## config.mk

```make
export PLATFORM = sky130hd
export DESIGN_NAME = ubid_core
export DESIGN_NICKNAME = d
export VERILOG_FILES = /design/src/ubid_pkg.sv /design/src/ubid_baud_gen.sv /design/src/ubid_fifo_mem.sv /design/src/ubid_core.sv
export VERILOG_INCLUDE_DIRS = /design/src
export SDC_FILE = /design/constraint.sdc
export NUM_CORES = 1
export LEC_CHECK = 0
export ABC_AREA = 1
export ABC_CLOCK_PERIOD_IN_PS = 5500
export BUFFER_PORTS_ARGS = -buffer_cell sky130_fd_sc_hd__buf_2
export CAP_MARGIN = 20
export CORE_MARGIN = 1
export CORE_UTILIZATION = 40
export DETAILED_ROUTE_END_ITERATION = 6
export PLACE_DENSITY = 0.55
export SLEW_MARGIN = 15
export SYNTH_ARGS = -nofsm -noshare
export SYNTH_HDL_FRONTEND = slang
export SYNTH_HIERARCHICAL = 1
export SYNTH_SLANG_ARGS = --single-unit
```

## constraint.sdc

```tcl
create_clock -name clk_sys_in -period 5.5 [get_ports clk_sys_in]
set_clock_uncertainty 0.2 [all_clocks]
set_input_delay 0.55 -clock clk_sys_in [delete_from_list [all_inputs] [get_ports clk_sys_in]]
set_output_delay 0.55 -clock clk_sys_in [all_outputs]
set_load 0.005 [all_outputs]
```

## src/ubid_params.svh

```systemverilog
// Constants for the serial port divisor, interrupt identification and DMA steering block.
// Assumes inclusion by bare name from every design file that needs register offsets or timing.
`ifndef UBID_PARAMS_SVH
`define UBID_PARAMS_SVH

// Register word offsets (byte addresses on the 32-bit register bus).
`define UBID_OFF_DATA        8'h00
`define UBID_OFF_IER         8'h04
`define UBID_OFF_IIR_FCR     8'h08
`define UBID_OFF_LCR         8'h0c
`define UBID_OFF_MCR         8'h10
`define UBID_OFF_LSR         8'h14
`define UBID_OFF_MSR         8'h18
`define UBID_OFF_SCR         8'h1c
`define UBID_OFF_CTRL        8'h20

// Field positions.
`define UBID_LCR_DIVISOR_LATCH_ACCESS    7
`define UBID_FCR_EN_BIT      0
`define UBID_FCR_RXCLR_BIT   1
`define UBID_FCR_TXCLR_BIT   2
`define UBID_CTRL_RXEN_BIT   2
`define UBID_CTRL_TXEN_BIT   6

// Interrupt identification codes.
`define UBID_ID_NONE         4'h1
`define UBID_ID_RLS          4'h6
`define UBID_ID_RDA          4'h4
`define UBID_ID_CTO          4'hc
`define UBID_ID_THRE         4'h2
`define UBID_ID_MSI          4'h0

// Receive trigger level codes and depths.
`define UBID_TRIG_1          5'h01
`define UBID_TRIG_8          5'h08
`define UBID_TRIG_4          5'h04
`define UBID_TRIG_14         5'h0e

// Reset values.
`define UBID_RST_CTRL        8'h00
`define UBID_RST_BYTE        8'h00

// Character time in baud ticks (16 ticks per bit, 10 bits) and timeout length.
`define UBID_CHAR_TICKS      8'ha0
`define UBID_TIMEOUT_CHARS   3'h4

`endif

```

## src/ubid_pkg.sv

```systemverilog
// Types shared by the serial port divisor, interrupt identification and DMA block.
// Assumes the constants header sits beside it.
package ubid_pkg;

    // Receive status events from the receiver core.
    typedef struct packed {
        logic overrun;
        logic parity;
        logic framing;
        logic brk;
    } ubid_line_err_t;

    // Modem side input levels.
    typedef struct packed {
        logic dcd;
        logic ri;
        logic dsr;
        logic cts;
    } ubid_modem_t;

    // One DMA steering set: four channel request lines per direction.
    typedef struct packed {
        logic [3:0] rx_req;
        logic [3:0] tx_req;
    } ubid_dma_req_t;

    typedef enum logic [1:0] {
        UBID_BUS_IDLE,
        UBID_BUS_ANSWER
    } ubid_bus_state_t;

endpackage

```

## src/ubid_baud_gen.sv

```systemverilog
// Baud tick generator: divides the system clock by a 16-bit divisor.
// Assumes the divisor is held stable between reloads; zero is not a legal divisor.
`timescale 1ns/1ps
module ubid_baud_gen
    import ubid_pkg::*;
(
    input  wire logic        clk_sys_in,
    input  wire logic        resetn_in,
    input  wire logic [15:0] divisor_in,
    input  wire logic        reload_in,
    output logic             tick_out
);

    logic [15:0] count;

    // Count down from the divisor; a write to either byte restarts the period at once. [RULE22]
    always_ff @(posedge clk_sys_in or negedge resetn_in)
    begin
        if (!resetn_in)
        begin
            count    <= 16'h0000;
            tick_out <= 1'b0;
        end
        else if (reload_in)
        begin
            count    <= divisor_in;
            tick_out <= 1'b0;
        end
        else if (count <= 16'h0001)
        begin
            // A zero divisor also ticks every cycle here; the rate is meaningless anyway. [RULE4]
            count    <= divisor_in;
            tick_out <= 1'b1;
        end
        else
        begin
            count    <= count - 16'h0001;
            tick_out <= 1'b0;
        end
    end

endmodule

```

## src/ubid_fifo_mem.sv

```systemverilog
// Small byte memory for the receive FIFO with registered read data.
// Assumes the caller never writes a full store or reads an empty one.
`timescale 1ns/1ps
module ubid_fifo_mem
    import ubid_pkg::*;
#(
    parameter int DEPTH_LOG2 = 4
)
(
    input  wire logic                  clk_sys_in,
    input  wire logic                  wr_en_in,
    input  wire logic [DEPTH_LOG2-1:0] wr_addr_in,
    input  wire logic [7:0]            wr_data_in,
    input  wire logic [DEPTH_LOG2-1:0] rd_addr_in,
    output logic      [7:0]            rd_data_out
);

    logic [7:0] mem [0:(1<<DEPTH_LOG2)-1];

    // Storage carries no reset; only the pointers decide what is valid.
    always_ff @(posedge clk_sys_in)
    begin
        if (wr_en_in)
        begin
            mem[wr_addr_in] <= wr_data_in;
        end
        rd_data_out <= mem[rd_addr_in];
    end

endmodule

```

## src/ubid_core.sv

```systemverilog
// Serial port register front end: divisor latch, interrupt identification, DMA steering.
// Assumes a receiver core delivers bytes and errors, and a transmitter core drains bytes.
// Operation
// (RULE1) Divisor bytes visible only with access bit set
// (RULE2) Low byte bits 7:0, high byte 15:8
// (RULE3) Divisor bytes keep no reset value
// (RULE4) Software never programs an all-zero divisor
// (RULE5) Line status errors give code 0110, top
// (RULE6) Line status read clears that interrupt
// (RULE7) Data ready or trigger reached gives 0100
// (RULE8) Buffer read or fill drop clears it
// (RULE9) FIFO idle four characters gives 1100
// (RULE10) Receive buffer read clears character timeout
// (RULE11) Holding empty 0010, cleared by write/ID read
// (RULE12) Modem change gives 0000, status read clears
// (RULE13) Receive requests steered to channel when enabled
// (RULE14) Transmit requests steered to channel when enabled
// (RULE15) Receive requests are device-to-memory transfers
// (RULE16) Transmit requests are memory-to-device transfers
// (RULE17) Select fields choose among four channels
// (RULE18) Identification code in bits 3:0, shared address
// (RULE19) Trigger field: 00=1, 01=8, 11=14
// (RULE20) ID bits 7:6 show FIFO mode
// (RULE21) Code 0001 when idle; highest only reported
// (RULE22) Divisor divides clock, reloads on byte write
`timescale 1ns/1ps
`include "ubid_params.svh"
module ubid_core
    import ubid_pkg::*;
#(
    parameter int DEPTH_LOG2 = 4
)
(
    input  wire logic           clk_sys_in,
    input  wire logic           resetn_in,
    // Avalon-MM slave.
    input  wire logic [7:0]     avs_address_in,
    input  wire logic           avs_read_in,
    input  wire logic           avs_write_in,
    input  wire logic [3:0]     avs_byteenable_in,
    input  wire logic [31:0]    avs_writedata_in,
    output logic      [31:0]    avs_readdata_out,
    output logic                avs_waitrequest_out,
    // Receiver core side (same clock).
    input  wire logic           rx_valid_in,
    input  wire logic [7:0]     rx_data_in,
    input  wire ubid_line_err_t rx_err_in,
    // Transmitter core side (same clock).
    output logic                tx_valid_out,
    output logic      [7:0]     tx_data_out,
    input  wire logic           tx_ready_in,
    // Modem pins (asynchronous).
    input  wire ubid_modem_t    modem_in,
    output logic                baud_tick_out,
    output logic                irq_out,
    output ubid_dma_req_t       dma_req_out
);

    localparam int DEPTH = 1 << DEPTH_LOG2;

    // Bus state and decoded strobes.
    ubid_bus_state_t bus_state;
    logic [7:0]  lcr, ier, mcr, scr, ctrl, fcr_bits;
    logic [7:0]  div_low, div_high;
    logic        dlab, fifo_mode;
    logic        wr_go, rd_go;
    logic        wr_thr, wr_dll, wr_dlh, rd_rbr, rd_lsr, rd_msr, rd_iir;
    logic [31:0] next_rdata;

    assign dlab  = lcr[`UBID_LCR_DIVISOR_LATCH_ACCESS];
    assign wr_go = (bus_state == UBID_BUS_IDLE) && avs_write_in && avs_byteenable_in[0];
    assign rd_go = (bus_state == UBID_BUS_IDLE) && avs_read_in;

    // The shared data and interrupt-enable slots reach the divisor only with the latch bit set.
    assign wr_dll = wr_go && (avs_address_in == `UBID_OFF_DATA) && dlab;  // [RULE1]
    assign wr_dlh = wr_go && (avs_address_in == `UBID_OFF_IER) && dlab;   // [RULE1]
    assign wr_thr = wr_go && (avs_address_in == `UBID_OFF_DATA) && !dlab;
    assign rd_rbr = rd_go && (avs_address_in == `UBID_OFF_DATA) && !dlab;
    assign rd_lsr = rd_go && (avs_address_in == `UBID_OFF_LSR);
    assign rd_msr = rd_go && (avs_address_in == `UBID_OFF_MSR);
    assign rd_iir = rd_go && (avs_address_in == `UBID_OFF_IIR_FCR);

    // Every access waits one cycle so read data can come from a register.
    assign avs_waitrequest_out = (avs_read_in || avs_write_in) && (bus_state == UBID_BUS_IDLE);

    always_ff @(posedge clk_sys_in or negedge resetn_in)
    begin
        if (!resetn_in)
            bus_state <= UBID_BUS_IDLE;
        else if (bus_state == UBID_BUS_ANSWER)
            bus_state <= UBID_BUS_IDLE;
        else if (avs_read_in || avs_write_in)
            bus_state <= UBID_BUS_ANSWER;
    end

    // Divisor bytes have no reset branch at all; they are undefined until written. [RULE3]
    always_ff @(posedge clk_sys_in)
    begin
        if (wr_dll)
            div_low <= avs_writedata_in[7:0];   // [RULE2]
        if (wr_dlh)
            div_high <= avs_writedata_in[7:0];  // [RULE2]
    end

    ubid_baud_gen u_baud (
        .clk_sys_in (clk_sys_in),
        .resetn_in  (resetn_in),
        .divisor_in ({div_high, div_low}),      // [RULE2]
        .reload_in  (wr_dll || wr_dlh),         // [RULE22]
        .tick_out   (baud_tick_out)
    );

    // Plain control registers written from the bus.
    always_ff @(posedge clk_sys_in or negedge resetn_in)
    begin
        if (!resetn_in)
        begin
            lcr      <= `UBID_RST_BYTE;
            ier      <= `UBID_RST_BYTE;
            mcr      <= `UBID_RST_BYTE;
            scr      <= `UBID_RST_BYTE;
            ctrl     <= `UBID_RST_CTRL;
            fcr_bits <= `UBID_RST_BYTE;
        end
        else if (wr_go)
        begin
            if (avs_address_in == `UBID_OFF_LCR)
                lcr <= avs_writedata_in[7:0];
            else if (avs_address_in == `UBID_OFF_IER && !dlab)
                ier <= avs_writedata_in[7:0];
            else if (avs_address_in == `UBID_OFF_MCR)
                mcr <= avs_writedata_in[7:0];
            else if (avs_address_in == `UBID_OFF_SCR)
                scr <= avs_writedata_in[7:0];
            else if (avs_address_in == `UBID_OFF_CTRL)
                ctrl <= avs_writedata_in[7:0];          // [RULE13] [RULE14]
            else if (avs_address_in == `UBID_OFF_IIR_FCR)
            begin
                // Bits 7:6 are taken only while the enable is written as one; a zero write clears every bit.
                if (avs_writedata_in[`UBID_FCR_EN_BIT])
                    fcr_bits <= {avs_writedata_in[7:6], 5'h00, 1'b1};
                else
                    fcr_bits <= `UBID_RST_BYTE;
            end
        end
    end

    assign fifo_mode = fcr_bits[`UBID_FCR_EN_BIT];

    // Receive FIFO: depth 1 in character mode, full depth in FIFO mode.
    logic [DEPTH_LOG2-1:0] wr_ptr, rd_ptr;
    logic [DEPTH_LOG2:0]   fill;
    logic [7:0]            rbr_q;
    logic                  rx_clr, push, pop, overrun_evt;
    logic [DEPTH_LOG2:0]   cap;

    assign rx_clr = wr_go && (avs_address_in == `UBID_OFF_IIR_FCR) &&
                    (avs_writedata_in[`UBID_FCR_RXCLR_BIT] ||
                     !avs_writedata_in[`UBID_FCR_EN_BIT] || !fifo_mode);
    assign cap    = fifo_mode ? (DEPTH_LOG2+1)'(DEPTH) : (DEPTH_LOG2+1)'(1);
    assign pop    = rd_rbr && (fill != '0);
    assign push   = rx_valid_in && ((fill < cap) || pop);
    assign overrun_evt = rx_valid_in && !push;

    always_ff @(posedge clk_sys_in or negedge resetn_in)
    begin
        if (!resetn_in)
        begin
            wr_ptr <= '0;
            rd_ptr <= '0;
            fill   <= '0;
        end
        else if (rx_clr)
        begin
            wr_ptr <= '0;
            rd_ptr <= '0;
            fill   <= '0;
        end
        else
        begin
            if (push)
                wr_ptr <= wr_ptr + 1'b1;
            if (pop)
                rd_ptr <= rd_ptr + 1'b1;
            if (push && !pop)
                fill <= fill + 1'b1;
            else if (pop && !push)
                fill <= fill - 1'b1;
        end
    end

    ubid_fifo_mem #(.DEPTH_LOG2(DEPTH_LOG2)) u_mem (
        .clk_sys_in  (clk_sys_in),
        .wr_en_in    (push),
        .wr_addr_in  (wr_ptr),
        .wr_data_in  (rx_data_in),
        .rd_addr_in  (pop ? rd_ptr + 1'b1 : rd_ptr),
        .rd_data_out (rbr_q)
    );

    // Line status sticky bits; a new error wins over the clearing read. [RULE6]
    logic [3:0] lsr_err;
    logic [3:0] err_evt;
    assign err_evt = {rx_valid_in && rx_err_in.brk, rx_valid_in && rx_err_in.framing,
                      rx_valid_in && rx_err_in.parity,
                      overrun_evt || (rx_valid_in && rx_err_in.overrun)};

    always_ff @(posedge clk_sys_in or negedge resetn_in)
    begin
        if (!resetn_in)
            lsr_err <= 4'h0;
        else
            lsr_err <= err_evt | (rd_lsr ? 4'h0 : lsr_err);  // [RULE6]
    end

    // Transmit holding register and its empty interrupt.
    logic thr_full, thre_pend;

    always_ff @(posedge clk_sys_in or negedge resetn_in)
    begin
        if (!resetn_in)
        begin
            thr_full    <= 1'b0;
            tx_data_out <= 8'h00;
        end
        else if (wr_thr)
        begin
            thr_full    <= 1'b1;
            tx_data_out <= avs_writedata_in[7:0];
        end
        else if (tx_ready_in)
            thr_full <= 1'b0;
    end
    assign tx_valid_out = thr_full;

    // Modem pins pass two flops; deltas are sticky until the status read.
    ubid_modem_t modem_s1, modem_s2, modem_s3;
    logic [3:0]  msr_delta;

    always_ff @(posedge clk_sys_in or negedge resetn_in)
    begin
        if (!resetn_in)
        begin
            modem_s1 <= '0;
            modem_s2 <= '0;
            modem_s3 <= '0;
        end
        else
        begin
            modem_s1 <= modem_in;
            modem_s2 <= modem_s1;
            modem_s3 <= modem_s2;
        end
    end

    // Bit order dcd, trailing ri, dsr, cts; change wins over the read. [RULE12]
    always_ff @(posedge clk_sys_in or negedge resetn_in)
    begin
        if (!resetn_in)
            msr_delta <= 4'h0;
        else
            msr_delta <= {modem_s2.dcd ^ modem_s3.dcd, modem_s3.ri & ~modem_s2.ri,
                          modem_s2.dsr ^ modem_s3.dsr, modem_s2.cts ^ modem_s3.cts} |
                         (rd_msr ? 4'h0 : msr_delta);
    end

    // Trigger depth from the two-bit threshold field. [RULE19]
    logic [4:0] rx_fifo_threshold;
    always_comb
    begin
        case (fcr_bits[7:6])
            2'b00:   rx_fifo_threshold = `UBID_TRIG_1;
            2'b01:   rx_fifo_threshold = `UBID_TRIG_8;
            2'b10:   rx_fifo_threshold = `UBID_TRIG_4;
            default: rx_fifo_threshold = `UBID_TRIG_14;
        endcase
    end

    // Data available follows the fill level, so a read or a drop removes it. [RULE7] [RULE8]
    logic rda_cond;
    assign rda_cond = fifo_mode ? (fill >= (DEPTH_LOG2+1)'(rx_fifo_threshold))
                                : (fill != '0);

    // Character timeout counts baud ticks while the FIFO is untouched. [RULE9]
    logic [7:0] tick_cnt;
    logic [2:0] char_cnt;
    logic       cto_pend;

    always_ff @(posedge clk_sys_in or negedge resetn_in)
    begin
        if (!resetn_in)
        begin
            tick_cnt <= 8'h00;
            char_cnt <= 3'h0;
            cto_pend <= 1'b0;
        end
        else if (!fifo_mode || fill == '0 || push || pop || rx_clr)
        begin
            tick_cnt <= 8'h00;
            char_cnt <= 3'h0;
            cto_pend <= 1'b0;                                  // [RULE10]
        end
        else if (baud_tick_out && !cto_pend)
        begin
            if (tick_cnt == `UBID_CHAR_TICKS - 8'h01)
            begin
                tick_cnt <= 8'h00;
                char_cnt <= char_cnt + 3'h1;
                if (char_cnt == `UBID_TIMEOUT_CHARS - 3'h1)
                    cto_pend <= 1'b1;                          // [RULE9]
            end
            else
                tick_cnt <= tick_cnt + 8'h01;
        end
    end

    // Holding-empty event on the emptying edge; cleared by a write or the reporting ID read.
    logic thr_full_q, thre_reported;
    logic [3:0] pending_irq_code;

    always_ff @(posedge clk_sys_in or negedge resetn_in)
    begin
        if (!resetn_in)
        begin
            thr_full_q <= 1'b0;
            thre_pend  <= 1'b1;
        end
        else
        begin
            thr_full_q <= thr_full;
            if (thr_full_q && !thr_full)
                thre_pend <= 1'b1;                             // [RULE11]
            else if (wr_thr || (rd_iir && thre_reported))
                thre_pend <= 1'b0;                             // [RULE11]
        end
    end

    // Priority encoder: only the highest pending enabled source is shown. [RULE21]
    always_comb
    begin
        thre_reported = 1'b0;
        if (ier[2] && (lsr_err != 4'h0))
            pending_irq_code = `UBID_ID_RLS;                   // [RULE5]
        else if (ier[0] && rda_cond)
            pending_irq_code = `UBID_ID_RDA;                   // [RULE7]
        else if (ier[0] && cto_pend)
            pending_irq_code = `UBID_ID_CTO;                   // [RULE9]
        else if (ier[1] && thre_pend)
        begin
            pending_irq_code = `UBID_ID_THRE;                  // [RULE11]
            thre_reported    = 1'b1;
        end
        else if (ier[3] && (msr_delta != 4'h0))
            pending_irq_code = `UBID_ID_MSI;                   // [RULE12]
        else
            pending_irq_code = `UBID_ID_NONE;                  // [RULE21]
    end

    assign irq_out = !pending_irq_code[0];

    // DMA steering: one-hot channel per direction, gated by each enable. [RULE15] [RULE16]
    genvar ch;
    generate
        for (ch = 0; ch < 4; ch++)
        begin : g_dma
            assign dma_req_out.rx_req[ch] = ctrl[`UBID_CTRL_RXEN_BIT] && (ctrl[1:0] == 2'(ch)) &&
                                            (fill != '0);                       // [RULE13] [RULE17]
            assign dma_req_out.tx_req[ch] = ctrl[`UBID_CTRL_TXEN_BIT] && (ctrl[5:4] == 2'(ch)) &&
                                            !thr_full;                          // [RULE14] [RULE17]
        end
    endgenerate

    // Read mux, registered into the answer cycle; unmapped offsets read zero.
    always_comb
    begin
        next_rdata = 32'h0000_0000;
        if (avs_address_in == `UBID_OFF_DATA)
            next_rdata[7:0] = dlab ? div_low : rbr_q;          // [RULE1]
        else if (avs_address_in == `UBID_OFF_IER)
            next_rdata[7:0] = dlab ? div_high : ier;           // [RULE1]
        else if (avs_address_in == `UBID_OFF_IIR_FCR)
            next_rdata[7:0] = {fifo_mode, fifo_mode, 2'b00, pending_irq_code}; // [RULE18] [RULE20]
        else if (avs_address_in == `UBID_OFF_LCR)
            next_rdata[7:0] = lcr;
        else if (avs_address_in == `UBID_OFF_MCR)
            next_rdata[7:0] = mcr;
        else if (avs_address_in == `UBID_OFF_LSR)
            next_rdata[7:0] = {1'b0, !thr_full, !thr_full, lsr_err[3], lsr_err[2],
                               lsr_err[1], lsr_err[0], fill != '0};
        else if (avs_address_in == `UBID_OFF_MSR)
            next_rdata[7:0] = {modem_s2.dcd, modem_s2.ri, modem_s2.dsr, modem_s2.cts, msr_delta};
        else if (avs_address_in == `UBID_OFF_SCR)
            next_rdata[7:0] = scr;
        else if (avs_address_in == `UBID_OFF_CTRL)
            next_rdata[7:0] = ctrl;
    end

    always_ff @(posedge clk_sys_in or negedge resetn_in)
    begin
        if (!resetn_in)
            avs_readdata_out <= 32'h0000_0000;
        else if (rd_go)
            avs_readdata_out <= next_rdata;
    end

endmodule

```

==> impl_metrics.json, run 1 <==
{
  "layout_min_cycle_time_ps": 3200,
  "maximum_clock_rate_mhz": 312.5,
  "worstHoldPathType": "input port to register",
  "cts-buffers-inserted": 31,
  "synth-main-ff-cell": "edfxtp_1",
  "insertedDiodeCount": 0,
  "synthDominantCellAreaShare_pct": 32.48,
  "clock_tree.buffer_depth": 3,
  "clock_tree.htree_level_count": 1,
  "largest_area_contributor_in_the_synthesized_netlist": "edfxtp_1",
  "drt-initial-drc-count": 597,
  "setup_violations": 0,
  "syn_to_final_growth_pct": 12.57,
  "boundaryPins": 118,
  "cp_slowest_stage_delay_ps": 610,
  "hold_path_startpoint": "rx_err_in[0]",
  "worst-r2r-setup-slack_ps": 2300,
  "post_syn_area_per_cell_um2": 8.952,
  "largest_register_ff_count": 128,
  "postCtsResizedCells": 0,
  "layout.nets": 1649,
  "worstPathRequired_ps": 5760,
  "max-vdd-ir-drop_mv": 0.2593,
  "final_area_um2": 14980,
  "floorplan_die_width_um": 184.4,
  "globalplace.congestion": 0.8245,
  "final_antenna_net_count": 0,
  "timing.reg2reg.worst_path_depth": 13,
  "antenna_found_initial": 0,
  "firstDrtPassIters": 7,
  "hold_path_end": "lsr_err[3]",
  "root_buffer": "clkbuf_16",
  "worstHoldPathCells": 3,
  "chipHeight_um": 184.4,
  "pin_count_of_the_biggest_net_entering_global_routing": 65,
  "critPathLaunchType": "register",
  "drcViolationCount": 4,
  "post_layout_nonfiller_instances": 2031,
  "largest_registers": "u_mem/mem x128, u_baud/count x16",
  "globalRouteTotalUtil_pct": 19.30,
  "overflow": 0,
  "crit_path_cell_trace": "nor2_2 > nand3_2 > nor2_8 > nand2_1 > nand2_1 > inv_2 > inv_2 > buf_4 > nand2_1 > nand3_1 > nand3_1 > nand3_1 > nand2_1",
  "route.detailed.wl_per_inst_um": 15.74,
  "report.final.hold_viol_count": 0,
  "design.die.area_um2": 34010,
  "crit-reg2reg-launch": "bus_state[0]",
  "timing.critical_path.to_type": "register",
  "clock_sinks": 277,
  "async_reset_ff_share_pct": 45.13,
  "cap_violations": 0,
  "power_density_nw_per_um2": 332.2,
  "setup.worst_path.class": "register to register",
  "worst-path-max-fanout": 47,
  "io_buffers": 66,
  "hold_slack_ps": 21.56,
  "post_dp_hpwl_mm": 21.11,
  "synth.yosys.seq_area_share_pct": 57.20,
  "crit_top_cell": "nand2_1",
  "placement.cell_area_um2": 13900,
  "clk_latency_ps": 580,
  "worst_r2r_endpoint": "u_mem/rd_data_out[2]",
  "synth.cell_area_um2": 13310,
  "vias_in_the_first_global_route": 9324,
  "totalWireLength_mm": 31.97,
  "start_util_pct": 40.81,
  "worst_slew_margin_rel_pct": 37.96,
  "fp.coreArea_um2": 32620,
  "crit_family": "simple AND/OR/NAND/NOR gates",
  "place.detailed.instances": 1961,
  "status": "complete, but fails checks",
  "power.static_leakage_nw": 7.049,
  "synth_area_leaders": "edfxtp_1 (32%), dfrtp_1 (23%), nand2_1 (13%), inv_1 (5.6%), nand3_1 (5.6%)",
  "vias": 9739,
  "layout-drive-gt1-share_pct": 10.70,
  "clk_transition_reported_paths_ps": 60,
  "largest-register": "u_mem/mem",
  "tritoncts": "yes",
  "synthCells": 1487,
  "worst_path_slowest_cell": "inv_2",
  "detail_route.vias_per_cell": 4.795,
  "core.rowCount": 66,
  "ys_seq_elements": 277,
  "setup_total_negative_slack_ps": 0,
  "synth.distinct_cells": 51,
  "synth_enable_flop_cells": 144,
  "fin_total_pwr_mw": 4.978,
  "violations_in_the_final_reports": "design-rule violations",
  "data_arrival_time_of_the_critical_path_ps": 3460,
  "ys.warnings.count": 6,
  "grt_pass1_wl_mm": 50.58,
  "final-max-slew-violation-count": 0,
  "rsz0062_at_grt": "no",
  "max_slew.worst_pin.slew_ps": 927.2,
  "timing.final.crit_share_pct": 58.18,
  "worst-path-buf-inv": 3
}
[cell usage in the layout, fill, tap and decap left out, drive strengths merged, types with 5 or more instances in the layout]
master | netlist | layout
buf | 59 | 75
dfrtp | 124 | 124
a31oi | 7 | 7
inv | 209 | 211
o31ai | 7 | 7
nor2 | 125 | 125
nand2 | 456 | 456
o21ai | 67 | 67
nand4 | 16 | 16
xnor2 | 10 | 10
clkinv | 1 | 7
edfxtp | 144 | 144
nand3b | 5 | 5
ha | 16 | 16
dlygate4sd3 | 0 | 14
nand3 | 153 | 153
nor3 | 5 | 5
clkbuf | 7 | 46
conb | 1 | 24
or2 | 8 | 8
xor2 | 14 | 14
dfxtp | 8 | 8
a21oi | 31 | 31
[worst reg2reg max path, cell delays in order (launching register included)]
cell and delay, ps:
dfrtp_1 420, nor2_2 430, nand3_2 200, nor2_8 170, nand2_1 60, nand2_1 90, inv_2 50, inv_2 610
buf_4 410, nand2_1 70, nand3_1 70, nand3_1 90, nand3_1 160, nand2_1 70
[cell families (layout without fill, tap and decap cells)]
group	after synthesis	in the layout	synth area share, %
and+or+nand+nor	775	775	25.36
DFF	277	277	57.20
buffers and inverters	276	355	9.324
AOI/OAI and AO/OA	117	117	4.803
xor gates and xnor gates	24	24	1.636
adders and majority gates	17	17	1.654
other	1	24	0.02817
[through the flow]
step           worst slack [ps]  utilization (%)
3_3_place_gp               1863            42.62
5_1_grt                    2003            45.94
6_report                   2300            45.94
4_1_cts                    2246            45.94
3_5_place_dp               1873            42.62
2_1_floorplan              2930                -
[cell type report]
class	count	area, um^2
Sequential cell	277	7614
Clock inverter	10	91.34
Inverter	210	790.8
Fill cell	3206	17630
Tap cell	442	553.0
Multi-Input combinational cell	957	4543
Clock buffer	46	852.1
Timing Repair Buffer	89	540.5
[worst max path at each step]
stage	startpoint	to	slack, ps	depth (start not counted)
after global routing	bus_state[0]	u_mem/rd_data_out[2]	2000	13
after floorplan	fill[1]	fill[4]	2930	11
final	bus_state[0]	u_mem/rd_data_out[2]	2300	13
after detailed placement	avs_address_in[7]	u_mem/rd_data_out[2]	1870	17
after CTS	bus_state[0]	u_mem/rd_data_out[2]	2250	13
after global placement	avs_address_in[7]	u_mem/rd_data_out[2]	1860	17
[Yosys cell counts, types with 4 or more instances]
cell,count
ha_1,16
a21oi_1,29
o21ai_1,11
nand4_1,14
nor4_1,4
nor3_1,4
or2_2,6
nand2_1,445
xor2_1,14
edfxtp_1,144
inv_2,8
nand2_2,8
nor2_4,5
nor2_2,9
nand3_1,149
buf_6,8
dfxtp_1,8
inv_1,200
buf_4,29
nand3b_1,5
buf_2,18
o31ai_1,7
xnor2_1,9
a31oi_1,7
nor2_1,110
o21ai_0,55
clkbuf_1,7
dfrtp_1,124
[repair_timing]
action,in CTS,in global routing
buffers inserted,0,0
hold endpoints to repair,60,0
hold buffers,14,0
[report_power, final]
part           leakage (nW)  switching (mW)  internal [mW]
sequential             2.99          0.0924           2.29
combinational          3.60           0.423          0.223
clock                 0.454           0.832           1.12
total                  7.05            1.35           3.63
[routing by layer]
layer	track usage [%]	routed length [um]	up-vias
li1	-	-	4877
met1	26.40	14860	4625
met2	32.06	15260	181
met3	2.470	1105	56
met4	5.467	738	0
met5	0	0	-
Note: power is estimated with default switching activity, not from simulation.
==> inputs of run 2 (changes only) <==
--- a/config.mk
+++ b/config.mk
@@ -7,7 +7,7 @@
 export NUM_CORES = 1
 export LEC_CHECK = 0
 export ABC_AREA = 1
-export ABC_CLOCK_PERIOD_IN_PS = 5500
+export ABC_CLOCK_PERIOD_IN_PS = 3300
 export BUFFER_PORTS_ARGS = -buffer_cell sky130_fd_sc_hd__buf_2
 export CAP_MARGIN = 20
 export CORE_MARGIN = 1
==> constraint.sdc (replaced) <==
create_clock -name clk_sys_in -period 3.3 [get_ports clk_sys_in]
set_clock_uncertainty 0.2 [all_clocks]
set_input_delay 0.33 -clock clk_sys_in [delete_from_list [all_inputs] [get_ports clk_sys_in]]
set_output_delay 0.33 -clock clk_sys_in [all_outputs]
set_load 0.005 [all_outputs]
==> impl_metrics.json, run 2 (same netlist as run 1, synthesis figures left out) <==
{
  "globalRouteTotalUtil_pct": 19.76,
  "insertedDiodeCount": 0,
  "fp.coreArea_um2": 32620,
  "combined_area_of_the_multi_input_logic_cells_um2": 4543,
  "syn_to_final_growth_pct": 16.13,
  "power.static_leakage_nw": 7.307,
  "boundaryPins": 118,
  "drt-initial-drc-count": 560,
  "final-max-slew-violation-count": 0,
  "power_density_nw_per_um2": 552.9,
  "cts_setup_buffers": 0,
  "maximum_clock_rate_mhz": 339.3,
  "routed-wl-met2_mm": 14.97,
  "worstPathRequired_ps": 3580,
  "crit_path_cell_trace": "nor3_4 > nand2_2 > nand4_1 > nand4_1 > ha_1 > a21oi_1 > nand2_1 > xor2_1 > xor2_1 > nand2_1 > nand2_1",
  "data_arrival_time_of_the_critical_path_ps": 3230,
  "crit_top_cell": "nand2_1",
  "design.die.area_um2": 34010,
  "setup_total_negative_slack_ps": 0,
  "report.final.hold_viol_count": 0,
  "largest-register": "u_mem/mem",
  "clock_tree.buffer_depth": 3,
  "max-vdd-ir-drop_mv": 0.4401,
  "tritoncts": "yes",
  "cp_slowest_stage_delay_ps": 480,
  "start_util_pct": 40.81,
  "drcViolationCount": 0,
  "final_antenna_net_count": 0,
  "clock_sinks": 277,
  "clk_transition_reported_paths_ps": 60,
  "cap_violations": 0,
  "critPathLaunchType": "register",
  "largest_register_ff_count": 128,
  "worst-path-max-fanout": 9,
  "layout.nets": 1692,
  "io_buffers": 66,
  "firstDrtPassIters": 5,
  "route.layer.met1.wl_mm": 14.96,
  "rsz0062_at_grt": "no",
  "root_buffer": "clkbuf_16",
  "clock_tree.htree_level_count": 1,
  "worstHoldPathType": "input port to register",
  "sequential_cell_area_um2": 7614,
  "pin_count_of_the_biggest_net_entering_global_routing": 60,
  "antenna_found_initial": 0,
  "mostFrequentLayoutCells": "nand2_1 (445), inv_1 (199), nand3_1 (149)",
  "fin_total_pwr_mw": 8.547,
  "detail_route.vias_per_cell": 4.767,
  "floorplan_die_width_um": 184.4,
  "totalWireLength_mm": 32.24,
  "filler_cell_count": 3148,
  "top_layer": "met4",
  "worst_path_slowest_cell": "ha_1",
  "finish.utilization_pct": 47.39,
  "overflow": 0,
  "layout_min_cycle_time_ps": 2947,
  "chipHeight_um": 184.4,
  "vias": 9886,
  "core.rowCount": 66,
  "timing.critical_path.to_type": "register",
  "setup_violations": 0,
  "layout-drive-gt1-share_pct": 12.44,
  "globalplace.congestion": 0.8235,
  "route.detailed.wl_per_inst_um": 15.54,
  "worst_slew_margin_rel_pct": 47.79,
  "met3_length_mm": 1.516,
  "grt_pass1_wl_mm": 52.21,
  "largest_registers": "u_mem/mem x128, u_baud/count x16",
  "status": "finished clean",
  "clk_latency_ps": 580,
  "max_slew.worst_pin.slew_ps": 783.1,
  "post_dp_hpwl_mm": 21.80,
  "timing.final.crit_share_pct": 89.32,
  "vias_in_the_first_global_route": 9599,
  "setup.worst_path.class": "register to register",
  "layout.cells.most_common": "nand2_1",
  "cts-buffers-inserted": 31
}
run 2: changes by cell type in the layout (fill, tap and decap cells not counted):
cell / delta
clkbuf_1: -9
clkbuf_8: +2
clkinv_4: +1
buf_4: +22
clkinv_2: +5
inv_6: -1
bufinv_16: +2
buf_12: +2
dlygate4sd3_1: +19
run 2: critical path: cells and delay by family, from the launching register on:
kind                     cells  cell delay (ps)
flip-flops                   1              470
AND/OR/NAND/NOR              7             1230
adder cells (fa/ha/maj)      1              480
AO/OA/AOI/OAI                1              150
XOR/XNOR                     2              320
run 2: layout make-up:
type	count	area share, %
clock buffer	39	5.471
clock inverter	17	1.141
inverter	210	5.115
multi-input combinational	957	29.39
sequential	277	49.25
tap	442	3.577
timing repair buffer	132	6.054
run 2: worst paths after layout:
kind	slack [ps]	end	cells after the start	startpoint
worst max register to register	350	fill[4]	11	fill[1]
worst max-delay path	350	fill[4]	11	fill[1]
max in group asynchronous	1910	tick_cnt[7]	3	resetn_in
min in group asynchronous	190	u_baud/count[6]	2	resetn_in
worst min register to register	150	modem_s2[3]	0	modem_s1[3]
worst min-delay path	120	rd_ptr[1]	7	avs_read_in
run 2: metal layers:
| layer | vias to the layer above | GRT usage (%) |
|---|---|---|
| li1 | 4958 | - |
| met1 | 4653 | 27.26 |
| met2 | 223 | 32.29 |
| met3 | 52 | 2.845 |
| met4 | 0 | 5.533 |
| met5 | - | 0 |
run 2: report_power, final:
part	switching (mW)	total (mW)	internal (mW)	leakage [nW]
clock network	1.41	3.46	2.04	0.506
registers	0.143	3.96	3.82	2.99
logic	0.721	1.13	0.410	3.81
run 2: what timing repair did:
item,4_1_cts,5_1_grt
resized for setup,0,0
hold buffers,33,0
endpoints found under the hold margin,214,0
run 2: through the flow:
step / hold WS [ps] / cells / area, um^2 / setup WS [ps]
6_report: 124.5 / 2074 / 15460 / 352.6
5_1_grt: 163.0 / 2074 / 15460 / 154.3
4_1_cts: 101.0 / 2074 / 15460 / 342.6
3_5_place_dp: 134.7 / 1985 / 14110 / 365.2
3_3_place_gp: 139.1 / 1985 / 14110 / 426.6
2_1_floorplan: -165.6 / 1510 / 13400 / 730.1
==> inputs of run 3 (changes only) <==
--- a/config.mk
+++ b/config.mk
@@ -7,13 +7,14 @@
 export NUM_CORES = 1
 export LEC_CHECK = 0
 export ABC_AREA = 1
-export ABC_CLOCK_PERIOD_IN_PS = 3300
+export ABC_CLOCK_PERIOD_IN_PS = 3200
 export BUFFER_PORTS_ARGS = -buffer_cell sky130_fd_sc_hd__buf_2
 export CAP_MARGIN = 20
 export CORE_MARGIN = 1
 export CORE_UTILIZATION = 40
 export DETAILED_ROUTE_END_ITERATION = 6
 export PLACE_DENSITY = 0.55
+export SKIP_CTS_REPAIR_TIMING = 1
 export SLEW_MARGIN = 15
 export SYNTH_ARGS = -nofsm -noshare
 export SYNTH_HDL_FRONTEND = slang
==> constraint.sdc (replaced) <==
create_clock -name clk_sys_in -period 3.2 [get_ports clk_sys_in]
set_clock_uncertainty 0.2 [all_clocks]
set_input_delay 0.32 -clock clk_sys_in [delete_from_list [all_inputs] [get_ports clk_sys_in]]
set_output_delay 0.32 -clock clk_sys_in [all_outputs]
set_load 0.005 [all_outputs]
==> impl_metrics.json, run 3 (same netlist as run 1, synthesis figures left out) <==
{
  "root_buffer": "clkbuf_16",
  "largest_register_ff_count": 128,
  "timing.critical_path.to_type": "output port",
  "route.detailed.wl_per_inst_um": 15.66,
  "boundaryPins": 118,
  "globalplace.congestion": 0.8480,
  "place.detailed.instances": 1987,
  "layout-drive-gt1-share_pct": 12.37,
  "design.die.area_um2": 34010,
  "critPathLaunchType": "register",
  "layout.nets": 1694,
  "floorplan_die_width_um": 184.4,
  "detail_route.vias_per_cell": 4.795,
  "post_dp_hpwl_mm": 21.87,
  "worst_slew_margin_rel_pct": 49.25,
  "finish.utilization_pct": 47.40,
  "mostFrequentLayoutCells": "nand2_1 (445), inv_1 (199), nand3_1 (149)",
  "max-vdd-ir-drop_mv": 0.4268,
  "route.layer.met1.wl_mm": 15.18,
  "routed-wl-met2_mm": 15.31,
  "totalWireLength_mm": 32.49,
  "grt_pass1_wl_mm": 51.18,
  "tritoncts": "yes",
  "vias": 9950,
  "timing.final.crit_share_pct": 90.63,
  "fp.coreArea_um2": 32620,
  "firstDrtPassIters": 5,
  "clock_tree.htree_level_count": 1,
  "vias_in_the_first_global_route": 9270,
  "met3_length_mm": 1.307,
  "power.static_leakage_nw": 7.303,
  "pin_count_of_the_biggest_net_entering_global_routing": 54,
  "core.rowCount": 66,
  "syn_to_final_growth_pct": 16.14,
  "layout.cells.most_common": "nand2_1",
  "filler_cell_count": 3108,
  "power_density_nw_per_um2": 565.2,
  "start_util_pct": 40.81,
  "maximum_clock_rate_mhz": 344.8,
  "largest_registers": "u_mem/mem x128, u_baud/count x16",
  "hold_slack_ps": 137.1,
  "clock_tree.buffer_depth": 3,
  "report.final.hold_viol_count": 0,
  "insertedDiodeCount": 0,
  "final_antenna_net_count": 0,
  "clk_transition_reported_paths_ps": 60,
  "drt-initial-drc-count": 668,
  "largest-register": "u_mem/mem",
  "io_buffers": 66,
  "clock_sinks": 277,
  "layout_min_cycle_time_ps": 2900,
  "globalRouteTotalUtil_pct": 19.41,
  "chipHeight_um": 184.4,
  "rsz0062_at_grt": "no",
  "drcViolationCount": 0,
  "cap_violations": 0,
  "max_slew.worst_pin.slew_ps": 758.4,
  "cts-buffers-inserted": 31,
  "worstHoldPathType": "input port to async pin",
  "top_layer": "met4",
  "data_arrival_time_of_the_critical_path_ps": 2380,
  "overflow": 0,
  "clk_latency_ps": 570,
  "worstPathRequired_ps": 2680,
  "setup_violations": 0,
  "antenna_found_initial": 0,
  "setup_total_negative_slack_ps": 0,
  "final-max-slew-violation-count": 0,
  "post_layout_nonfiller_instances": 2075,
  "status": "finished clean",
  "setup.worst_path.class": "register to output port",
  "worst-path-max-fanout": 5
}
==> run 3: cell types whose count changed in the layout (fill, tap and decap cells not counted), sizes merged <==
cell,before,now
buf,99,101
bufinv,3,2
clkinv,13,7
clkbuf,39,45
==> run 3: where the power goes <==
part | internal, mW | switching (mW) | leakage [nW]
sequential | 3.94 | 0.151 | 2.99
clock | 2.05 | 1.41 | 0.483
combinational | 0.438 | 0.755 | 3.83
==> run 3: layout make-up <==
class	instances	area, um^2	area share, %
Multi-Input combinational cell	957	4543	29.39
Sequential cell	277	7614	49.25
Clock inverter	10	105.1	0.6798
Timing Repair Buffer	134	975.9	6.313
Clock buffer	45	878.3	5.681
Inverter	210	790.8	5.115
Tap cell	442	553.0	3.577
==> run 3: layer usage <==
| layer | track usage (%) | vias to the layer above |
|---|---|---|
| li1 | - | 4963 |
| met1 | 27.30 | 4715 |
| met2 | 31.56 | 223 |
| met3 | 2.391 | 49 |
| met4 | 5.167 | 0 |
| met5 | 0 | - |
==> run 3: worst max-delay path, stage by stage (launching register included) <==
cell	delay (ps)
dfrtp_1	460
inv_1	110
ha_1	300
inv_1	50
nand2_1	40
nand2_1	50
nand2_1	50
nand2_1	50
nand2_1	50
nand2_1	60
nand2_1	50
nand2_1	200
nand3_1	170
buf_2	180
==> run 3: metrics by stage <==
stage	cell area (um^2)	worst slack (ps)	power [mW]
floorplan	13400	630.1	4.952
global placement	14150	412.3	5.282
detailed placement	14150	411.3	5.316
CTS	15130	286.2	8.806
global route	15460	86.60	9.140
finish	15460	299.8	8.738
==> run 3: path summary, 6_finish.rpt <==
| check | end | depth (start not counted) | start | slack (ps) |
|---|---|---|---|---|
| worst max-delay path | irq_out | 13 | fill[0] | 300 |
| worst min-delay path | avs_readdata_out[3] | 2 | resetn_in | 140 |
| worst max register to register | fill[4] | 11 | fill[1] | 370 |
| worst min register to register | modem_s2[2] | 0 | modem_s1[2] | 150 |
| max in group asynchronous | scr[1] | 3 | resetn_in | 1920 |
| min in group clk_sys_in | rd_ptr[0] | 7 | avs_read_in | 140 |
